<file path="config.mk">
export PLATFORM = sky130hd
export DESIGN_NAME = interrupt_enable_priority_low
export DESIGN_NICKNAME = d
export VERILOG_FILES = /design/src/inc/irq_regs_pkg.sv /design/src/hw/interrupt_enable_priority_low.sv /design/src/hw/irq_gate_cell.sv
export SDC_FILE = /design/constraint.sdc
export NUM_CORES = 1
export LEC_CHECK = 0
export BUFFER_PORTS_ARGS = -buffer_cell sky130_fd_sc_hd__buf_2
export CAP_MARGIN = 10
export CORE_UTILIZATION = 43
export DETAILED_ROUTE_END_ITERATION = 10
export PLACE_DENSITY = 0.76
export SETUP_SLACK_MARGIN = 0.4
export SLEW_MARGIN = 20
export SYNTH_ARGS = -nofsm -noshare
export SYNTH_HDL_FRONTEND = slang
export SYNTH_HIERARCHICAL = 1
export SYNTH_SLANG_ARGS = --single-unit
</file>
<file path="constraint.sdc">
create_clock -name clock -period 1.3 [get_ports clock]
set_input_delay 0.195 -clock clock [delete_from_list [all_inputs] [get_ports clock]]
set_output_delay 0.195 -clock clock [all_outputs]
set_load 0.03 [all_outputs]
</file>
<file path="src/inc/irq_regs_pkg.sv">
// Constants and carrier types for the interrupt enable and low priority registers
// What this block does
// - ADC request needs its enable and global enable
// - Two-wire request needs its enable and global enable
// - Keyboard request needs its enable and global enable
// - Level 0 disable bit suppresses level 0
// - Bit 6 is counter array priority low
// - Both registers reset to all zeros
// - Global enable clear blocks every source
// - Priority level is high bit with low bit
package irq_regs_pkg;
    localparam int ADDR_W = 12; // APB byte address width
    localparam int DATA_W = 32; // APB data width
    localparam int REG_W = 8; // Register width
    localparam int N_EN_SRC = 5; // Sources gated by the second enable register
    localparam int N_PR_SRC = 7; // Sources ranked by the first low priority register
    localparam int N_SRC = N_EN_SRC + N_PR_SRC; // All sources handled here
    // Register indices, byte address is four times the index
    localparam logic [7:0] IDX_ENABLE_SECOND = 8'hb1;
    localparam logic [7:0] IDX_PRIO_LOW_FIRST = 8'hb8;
    localparam logic [7:0] IDX_PRIO_HIGH_FIRST = 8'hb7;
    localparam logic [7:0] IDX_GLOBAL_CTRL = 8'ha8;
    localparam logic [ADDR_W-1:0] ADR_ENABLE_SECOND = {2'h0, IDX_ENABLE_SECOND, 2'h0};
    localparam logic [ADDR_W-1:0] ADR_PRIO_LOW_FIRST = {2'h0, IDX_PRIO_LOW_FIRST, 2'h0};
    localparam logic [ADDR_W-1:0] ADR_PRIO_HIGH_FIRST = {2'h0, IDX_PRIO_HIGH_FIRST, 2'h0};
    localparam logic [ADDR_W-1:0] ADR_GLOBAL_CTRL = {2'h0, IDX_GLOBAL_CTRL, 2'h0};
    // Second enable register fields
    localparam int BIT_ADC_EN = 5;
    localparam int BIT_CMP_EN = 4;
    localparam int BIT_SPI_EN = 2;
    localparam int BIT_TWI_EN = 1;
    localparam int BIT_KBD_EN = 0;
    localparam logic [REG_W-1:0] MASK_ENABLE_SECOND = 8'h37; // Bits 7, 6, 3 reserved
    // Priority register fields
    localparam int BIT_LEVEL0_DIS = 7; // In the low priority register
    localparam int BIT_LEVEL1_DIS = 7; // In the high priority register
    localparam int BIT_PCA_PRIO = 6; // Counter array priority bit
    // Global control field
    localparam int BIT_GLOBAL_EN = 7;
    localparam logic [REG_W-1:0] MASK_GLOBAL_CTRL = 8'h80;
    // Reset values
    localparam logic [REG_W-1:0] RST_REG = 8'h00;
    // Source index of the enable group within the combined vector
    localparam int SRC_KBD = 0;
    localparam int SRC_TWI = 1;
    localparam int SRC_SPI = 2;
    localparam int SRC_CMP = 3;
    localparam int SRC_ADC = 4;

    // APB request from the master
    typedef struct packed {
        logic psel;
        logic penable;
        logic pwrite;
        logic [ADDR_W-1:0] paddr;
        logic [DATA_W-1:0] pwdata;
    } apb_req_t;

    // APB answer to the master
    typedef struct packed {
        logic pready;
        logic pslverr;
        logic [DATA_W-1:0] prdata;
    } apb_rsp_t;

    // Two-bit priority level per source
    typedef logic [1:0] prio_level_t;
endpackage : irq_regs_pkg

</file>
<file path="src/hw/interrupt_enable_priority_low.sv">
// Second interrupt enable and first low priority registers with request gating
`timescale 1ns/100ps
module interrupt_enable_priority_low (
    input wire logic clock,
    input wire logic rst,
    input wire logic clockEn,
    input irq_regs_pkg::apb_req_t apbReq,
    output irq_regs_pkg::apb_rsp_t apbRsp,
    input wire logic [irq_regs_pkg::N_EN_SRC-1:0] enGroupReq,
    input wire logic [irq_regs_pkg::N_EN_SRC-1:0][1:0] enGroupLevel,
    input wire logic [irq_regs_pkg::N_PR_SRC-1:0] prGroupReq,
    input wire logic [irq_regs_pkg::N_PR_SRC-1:0] prGroupEnable,
    output logic [irq_regs_pkg::N_EN_SRC-1:0] enGroupFwd,
    output logic [irq_regs_pkg::N_PR_SRC-1:0] prGroupFwd,
    output irq_regs_pkg::prio_level_t [irq_regs_pkg::N_PR_SRC-1:0] prGroupLevel
);
    import irq_regs_pkg::*;

    logic [REG_W-1:0] enableSecond_r; // Second enable register
    logic [REG_W-1:0] prioLowFirst_r; // First low priority register
    logic [REG_W-1:0] prioHighFirst_r; // High priority companion
    logic [REG_W-1:0] globalCtrl_r; // Global enable register
    logic [DATA_W-1:0] rdata_r; // Read data held for the access phase
    logic [DATA_W-1:0] rdataNxt; // Read data selected by address
    logic slvErr_r; // Unmapped address flag for the access phase
    logic hit; // Address matches a register
    logic setupPhase; // First cycle of a transfer
    logic wrStrobe; // Write takes effect this edge
    logic globalEn; // Global enable bit
    logic [N_SRC-1:0] srcReq; // Combined requests
    logic [N_SRC-1:0] srcEn; // Combined enables
    logic [N_SRC-1:0] srcHigh; // Combined high priority bits
    logic [N_SRC-1:0] srcLow; // Combined low priority bits
    logic [N_SRC-1:0] srcFwd; // Combined forwarded requests
    logic [N_SRC-1:0][1:0] srcLevel; // Combined levels

    // Bus phase decode, writes only land while the clock enable is high
    assign setupPhase = apbReq.psel && !apbReq.penable;
    assign wrStrobe = clockEn && apbReq.psel && apbReq.penable && apbReq.pwrite;
    assign globalEn = globalCtrl_r[BIT_GLOBAL_EN];

    // Address decode and read mux
    always_comb begin
        hit = 1'b1;
        rdataNxt = '0;
        case (apbReq.paddr)
            ADR_ENABLE_SECOND: rdataNxt[REG_W-1:0] = enableSecond_r;
            ADR_PRIO_LOW_FIRST: rdataNxt[REG_W-1:0] = prioLowFirst_r;
            ADR_PRIO_HIGH_FIRST: rdataNxt[REG_W-1:0] = prioHighFirst_r;
            ADR_GLOBAL_CTRL: rdataNxt[REG_W-1:0] = globalCtrl_r;
            default: hit = 1'b0; // Unmapped reads as zero with error
        endcase
    end

    // Read data and error captured in the setup cycle
    always_ff @(posedge clock or posedge rst) begin
        if (rst) begin
            rdata_r <= '0;
            slvErr_r <= 1'b0;
        end else if (clockEn && setupPhase) begin
            rdata_r <= apbReq.pwrite ? '0 : rdataNxt;
            slvErr_r <= !hit;
        end
    end

    // Zero wait answer, stalled by the clock enable
    assign apbRsp.pready = clockEn;
    assign apbRsp.pslverr = slvErr_r && apbReq.psel && apbReq.penable;
    assign apbRsp.prdata = rdata_r;

    // Second enable register, reserved bits held at zero
    always_ff @(posedge clock or posedge rst) begin
        if (rst) begin
            enableSecond_r <= RST_REG;
        end else if (wrStrobe && apbReq.paddr == ADR_ENABLE_SECOND) begin
            enableSecond_r <= apbReq.pwdata[REG_W-1:0] & MASK_ENABLE_SECOND;
        end
    end

    // First low priority register, all bits writable
    always_ff @(posedge clock or posedge rst) begin
        if (rst) begin
            prioLowFirst_r <= RST_REG;
        end else if (wrStrobe && apbReq.paddr == ADR_PRIO_LOW_FIRST) begin
            prioLowFirst_r <= apbReq.pwdata[REG_W-1:0];
        end
    end

    // High priority companion register
    always_ff @(posedge clock or posedge rst) begin
        if (rst) begin
            prioHighFirst_r <= RST_REG;
        end else if (wrStrobe && apbReq.paddr == ADR_PRIO_HIGH_FIRST) begin
            prioHighFirst_r <= apbReq.pwdata[REG_W-1:0];
        end
    end

    // Global control register
    always_ff @(posedge clock or posedge rst) begin
        if (rst) begin
            globalCtrl_r <= RST_REG;
        end else if (wrStrobe && apbReq.paddr == ADR_GLOBAL_CTRL) begin
            globalCtrl_r <= apbReq.pwdata[REG_W-1:0] & MASK_GLOBAL_CTRL;
        end
    end

    // Enable group slots 4..0: ADC, comparator, SPI, two-wire, keyboard
    // Each slot takes its own enable bit, so no slot overlaps the priority group
    assign srcReq[N_EN_SRC-1:0] = enGroupReq;
    assign srcEn[SRC_ADC] = enableSecond_r[BIT_ADC_EN];
    assign srcEn[SRC_CMP] = enableSecond_r[BIT_CMP_EN];
    assign srcEn[SRC_SPI] = enableSecond_r[BIT_SPI_EN];
    assign srcEn[SRC_TWI] = enableSecond_r[BIT_TWI_EN];
    assign srcEn[SRC_KBD] = enableSecond_r[BIT_KBD_EN];
    // Reserved bits 7, 6 and 3 gate nothing

    // Priority group: index 6 is counter array, 5..0 timer2 to ext0
    assign srcReq[N_SRC-1:N_EN_SRC] = prGroupReq;
    assign srcEn[N_SRC-1:N_EN_SRC] = prGroupEnable;
    assign srcLow[N_SRC-1:N_EN_SRC] = prioLowFirst_r[BIT_PCA_PRIO:0];
    assign srcHigh[N_SRC-1:N_EN_SRC] = prioHighFirst_r[BIT_PCA_PRIO:0];

    // Enable group levels come from registers outside this block
    genvar g;
    generate
        for (g = 0; g < N_SRC; g++) begin : gSrc
            if (g < N_EN_SRC) begin : gLvl
                assign srcHigh[g] = enGroupLevel[g][1];
                assign srcLow[g] = enGroupLevel[g][0];
            end
            irq_gate_cell uCell (
                .clock(clock),
                .rst(rst),
                .clockEn(clockEn),
                .req(srcReq[g]),
                .srcEnable(srcEn[g]),
                .globalEn(globalEn),
                .prioHigh(srcHigh[g]),
                .prioLow(srcLow[g]),
                .disLevel0(prioLowFirst_r[BIT_LEVEL0_DIS]),
                .disLevel1(prioHighFirst_r[BIT_LEVEL1_DIS]),
                .fwd(srcFwd[g]),
                .level(srcLevel[g])
            );
        end
    endgenerate

    // Split the combined vectors back to the group outputs
    assign enGroupFwd = srcFwd[N_EN_SRC-1:0];
    assign prGroupFwd = srcFwd[N_SRC-1:N_EN_SRC];
    assign prGroupLevel = srcLevel[N_SRC-1:N_EN_SRC];
endmodule : interrupt_enable_priority_low

</file>
<file path="src/hw/irq_gate_cell.sv">
// One interrupt source gate with priority level and level suppression
`timescale 1ns/100ps
module irq_gate_cell (
    input wire logic clock,
    input wire logic rst,
    input wire logic clockEn,
    input wire logic req,
    input wire logic srcEnable,
    input wire logic globalEn,
    input wire logic prioHigh,
    input wire logic prioLow,
    input wire logic disLevel0,
    input wire logic disLevel1,
    output logic fwd,
    output logic [1:0] level
);
    logic [1:0] levelNxt; // Resolved level of this source
    logic blocked; // Level is currently switched off

    // Combine high and low priority bits
    assign levelNxt = {prioHigh, prioLow};
    // Disable bits for levels 0 and 1
    assign blocked = ((levelNxt == 2'h0) && disLevel0)
        || ((levelNxt == 2'h1) && disLevel1);

    // Registered forwarded request
    always_ff @(posedge clock or posedge rst) begin
        if (rst) begin
            fwd <= 1'b0;
        end else if (clockEn) begin
            fwd <= req && srcEnable && globalEn && !blocked;
        end
    end

    // Registered priority level
    always_ff @(posedge clock or posedge rst) begin
        if (rst) begin
            level <= 2'h0;
        end else if (clockEn) begin
            level <= levelNxt;
        end
    end
endmodule : irq_gate_cell

</file>
==> results.cfg, run 1 <==
[critical_path]
cp-startpoint = clockEn
start_kind = input pin
cp_slowest_stage_delay_ns = 0.30
cp.required_ns = 1.52
crit_slowest_cell = mux2_4
path_cells = clkbuf_4 -> and4_1 -> nand2_2 -> nor3b_4 -> buf_6 -> mux2_4
path_delay_family = simple AND/OR/NAND/NOR gates
path_max_fanout = 5
arrival_ns = 1.58
cp.buffers_inverters = 2
timing.rr.start = prioHighFirst_r[7]
criticalPathCategory = input pin to flop
endpoint_kind = flop

[synthesis]
avgSynthCellArea_um2 = 11.6
ys_warn_count = 6
syn-cell-area_um2 = 2880
synthCells = 249

[drt]
vias = 2483
drtPass1Iterations = 7
drt_wl_total_mm = 8.36
vias_per_cell = 5.19
initialDrtViolationCount = 141
wl_per_cell_um = 17.5
route.detailed.drc = 12
postRouteAntennaNets = 0

[place]
portBuffers = 90
routabilityCongestion = 0.840
dp_slack_ns = -0.320
dp_hpwl_mm = 5.27

[clock_tree]
clk_latency_ns = 0.34
cts_tree = yes
cts-root-buf = clkbuf_8
numCtsBuffers = 9
cts.sinks = 57
path_clk_slew_ns = 0.07
cts_buffer_depth = 2
cts_max_level = 3

[die]
start_util_pct = 44.8
coreArea_um2 = 6420
dieHeight_um = 83.8
die_area_um2 = 7020
die_w_um = 83.8
num_rows = 29
top_level_ports = 139

[hold_path]
hp-class = input pin to flop
worstHoldStart = apbReq[3]

[power_and_ir_drop]
p_comb_share_pct = 11.7
powerDensity_nw_per_um2 = 848
p_seq_share_pct = 47.5
peakVddDrop_mv = 0.696
power.leakage_uw = 0.00230
netSwitchingFraction_pct = 26.6
p_sw_uw = 993
p_int_uw = 2740
clockPowerShare_pct = 40.8

[global_routing]
grt_pass1_vias = 2511
grt_pass1_wl_mm = 12.4
grt_max_degree = 41
grt.total_usage_pct = 22.9
overflow = 0
antenna_found_initial = 0

[sta]
finalCritPeriodShare_pct = 104
skew_ns = 0.0104
setup-violations-final = 12
finalHoldViolations = 0
min_period_ns = 1.36
fin_tns_setup_ns = -0.356
timing.final.ws_setup_ns = -0.0568
slew_violations = 0
rsz0062_at_grt = yes
fmax_mhz = 737

[layout]
diodes = 0
area_delta_synth_final_pct = 53.0
nets = 475
fill_cells = 470
drive_gt1_share_pct = 52.1

[outcome]
status = finished, violations left
violations = DRC, setup timing

[run]
drv_cap = 0
[metal layers]
layer	GRT usage, %	routed length (um)
met1	30.0	3580
met2	36.7	4210
met3	5.84	501
met4	8.31	66
met5	0	0
[metrics by stage]
step	power [uW]	area, um2	std cells	hold WS (ns)	utilization, %
2_1_floorplan	2040	3030	272	-0.0763	-
4_1_cts	3700	4250	470	0.106	66.2
6_report	3730	4400	478	0.109	68.5
3_3_place_gp	2160	3610	442	0.176	56.2
3_5_place_dp	2170	3610	442	0.181	56.2
5_1_grt	3860	4400	478	0.104	68.5
[worst register-to-register path, delay by kind of cell, from the launching register on]
family / cells / cell delay [ns]
AO/OA/AOI/OAI: 3 / 0.69
flip-flops: 1 / 0.42
[cells in the final DEF, fill, tap and decap left out, types with 3 or more instances in the layout]
cell type  count
mux2_2        15
o22ai_1       12
nand4_1       12
nand2_1       12
clkbuf_8      11
dfrtp_1       57
mux2_4        21
buf_4         32
mux2i_1       11
buf_6         54
conb_1        24
inv_1         25
nor2_1        12
a22o_1         6
a22oi_1        8
clkbuf_1       3
buf_2         47
[power by group through the flow]
stage / Combinational (uW) / Clock, uW / Sequential, uW
after global placement: 356 / 0 / 1810
after global routing: 466 / 1620 / 1770
after CTS: 397 / 1530 / 1780
final: 437 / 1520 / 1780
after floorplan: 234 / 0 / 1810
after detailed placement: 364 / 0 / 1810
[registers in the layout, indices dropped and copies added (netlist names)]
register and flops:
rdata_r 8, globalCtrl_r 1, prioLowFirst_r 8, enableSecond_r 5, gSrc.uCell/level 14, gSrc.uCell/fwd 12
slvErr_r 1, prioHighFirst_r 8
[cell type report]
cell class	count	area, um2	share of cell area (%)
clock buffer	14	163	3.70
clock inverter	2	12.5	0.284
inverter	27	105	2.39
multi-input combinational	160	1380	31.3
sequential	57	1430	32.4
tap	77	96.3	2.19
timing repair buffer	141	1220	27.7
[repair_timing]
action,4_1_cts,5_1_grt
pin swaps,15,6
hold endpoints to repair,32,27
cloned,1,2
resized for setup,112,15
setup buffers,10,6
hold buffers,1,1
setup endpoints to repair,79,113
[final timing paths]
check,slack (ns),endpoint,cells after the start
worst max-delay path,-0.06,prioLowFirst_r[1],6
worst min-delay path,0.11,prioHighFirst_r[3],2
worst max register to register,0.13,rdata_r[7],3
worst min register to register,0.53,gSrc[5].uCell/level[0],1
max in group asynchronous,0.52,prioHighFirst_r[2],4
min in group asynchronous,0.39,gSrc[1].uCell/fwd,3
Power figures use the tool's default switching activity.
==> run 2: changes to the inputs <==
Settings changed: CELL_PAD_IN_SITES_DETAIL_PLACEMENT set to 0, CELL_PAD_IN_SITES_GLOBAL_PLACEMENT set to 2, CORE_UTILIZATION 43 to 26, PLACE_DENSITY 0.76 to not set, PLACE_DENSITY_LB_ADDON set to 0.1.
==> run 2 against run 1 <==
Compared with the run above: combinational power is 4.8% higher; largest power group unchanged; critical path type unchanged; the run now ends clean; critical path depth is the same; via count decreased by 1.8%; fmax increased by 8.5%; critical endpoint is now enableSecond_r[5]; non-clock buffer count grew 5; total power up 4.0%; wire length is 6.5% higher; worst setup slack improved by 0.11 ns.
==> results.cfg, run 2 (synthesis gave the netlist of run 1 again) <==
[outcome]
status = finished, final reports clean

[die]
num_rows = 38
coreArea_um2 = 10800
die_area_um2 = 11500
top_level_ports = 139
die_w_um = 107
start_util_pct = 26.7
dieHeight_um = 107

[power_and_ir_drop]
power.leakage_uw = 0.00236
peakVddDrop_mv = 0.424
powerDensity_nw_per_um2 = 847

[drt]
postRouteAntennaNets = 0
vias_per_cell = 4.47
drtPass1Iterations = 4
wl_per_cell_um = 16.3
initialDrtViolationCount = 62
vias = 2438
drt_wl_total_mm = 8.90
route.detailed.drc = 0

[hold_path]
hp-class = input pin to flop
whs_endpoint = prioLowFirst_r[3]
worstHoldStart = apbReq[3]
hold_depth = 2

[clock_tree]
path_clk_slew_ns = 0.07
cts_tree = yes
numCtsBuffers = 9
cts-root-buf = clkbuf_8
cts_max_level = 3
cts.sinks = 57
cts_buffer_depth = 2
clk_latency_ns = 0.34

[layout]
drive_gt1_share_pct = 53.2
top_regs = gSrc.uCell/level: 14 flops, gSrc.uCell/fwd: 12 flops
final_common_cell = dfrtp_1
largest_register_ff_count = 14
fill_cells = 1055
nets = 480
final_cells = 546
mostFrequentLayoutCells = dfrtp_1, buf_2, buf_6
top_register = gSrc.uCell/level
diodes = 0
final_area_um2 = 4590
area_delta_synth_final_pct = 59.3

[critical_path]
path_max_fanout = 5
cp.required_ns = 1.52
endpoint_kind = flop
rr_worst_depth = 3
r2r_end = rdata_r[7]
cp-startpoint = apbReq[42]
start_kind = input pin
timing.rr.start = prioHighFirst_r[7]
arrival_ns = 1.47
ff2ff_setup_slack_ns = 0.07
criticalPathCategory = input pin to flop

[sta]
tightest_slew_ns = 0.581
timing.max_slew.rel_slack_pct = 61.2
rsz0062_at_grt = yes
finalHoldViolations = 0
finalCritPeriodShare_pct = 96.2
timing.final.ws_setup_ns = 0.0493
setup-violations-final = 0
min_period_ns = 1.25
skew_ns = 0.00870
fmax_mhz = 800
slew_violations = 0

[global_routing]
grt_pass1_vias = 2424
grt_pass1_wl_mm = 13.3
grt.total_usage_pct = 16.0
antenna_found_initial = 0
grt_max_degree = 23
overflow = 0

[place]
portBuffers = 90
dp_hpwl_mm = 5.85
dpl-instance-area_um2 = 3680
dp_slack_ns = -0.367
routabilityCongestion = 0.745
dp.cells = 502

[run]
drv_cap = 0
-- run 2: cell count changes in the layout (fill, tap and decap cells not counted), moves of 2 or more --
cell / previous run / this run
bufbuf_16: 0 / 2
a22oi_2: 0 / 2
buf_2: 47 / 49
buf_6: 54 / 46
clkbuf_1: 3 / 0
clkinv_2: 1 / 4
a22oi_1: 8 / 6
buf_8: 2 / 0
buf_4: 32 / 41
buf_12: 2 / 5
o31ai_2: 2 / 0
o31ai_4: 0 / 2
-- run 2: where the power goes --
group	switching [uW]	internal, uW	leakage [uW]
Combinational	266	191	0.00146
Clock	727	922	0.000102
Sequential	0.853	1770	0.000792
Total	994	2890	0.00236
-- run 2: critical path: stages --
cell and delay, ns:
buf_6 0.10, nor4_4 0.33, nand2_4 0.14, nor3b_4 0.26, buf_6 0.16, mux2_4 0.29
-- run 2: what timing repair did --
action | in CTS | in global routing
cloned | 2 | 1
endpoints found under the hold margin | 26 | 0
endpoints found under the setup margin | 79 | 80
buffers inserted | 12 | 11
hold buffers | 2 | 0
pin swaps | 14 | 7
resized for setup | 110 | 12
-- run 2: layout make-up --
cell class              count  area, um2  share of cell area, %
clock inverters             6       57.6                   1.26
flip-flops and latches     57       1430                   31.1
well taps                 140        175                   3.82
repair buffers            146       1280                   27.9
inverters                  27        101                   2.21
multi-input cells         160       1410                   30.7
clock buffers              10        138                   3.00
-- run 2: worst max-delay path by stage --
stage,endpoint,slack [ns],depth (start not counted)
2_1_floorplan,prioLowFirst_r[0],-0.19,4
3_3_place_gp,slvErr_r,-0.39,6
3_5_place_dp,rdata_r[7],-0.37,6
4_1_cts,prioLowFirst_r[5],0.04,6
5_1_grt,rdata_r[7],-0.002,3
6_report,enableSecond_r[5],0.05,6
-- run 2: through the flow --
stage               util (%)  hold slack (ns)  setup TNS [ns]  power [uW]
detailed placement      34.1            0.212           -9.99        2180
global route            42.5           0.0782        -0.00178        4080
global placement        34.1            0.206          -10.15        2170
floorplan                  -          -0.0763           -3.94        2040
finish                  42.5            0.112               0        3880
CTS                     40.9           0.0935               0        3930
-- run 2: routing by layer --
metal  up-vias  global-route usage, %  part of all wire [%]
met1      1214                   19.9                    44
li1       1149                      -                     -
met5         -                      0                     0
met3         6                   5.17                   4.6
met4         0                   4.40                  0.66
met2        69                   26.3                    50
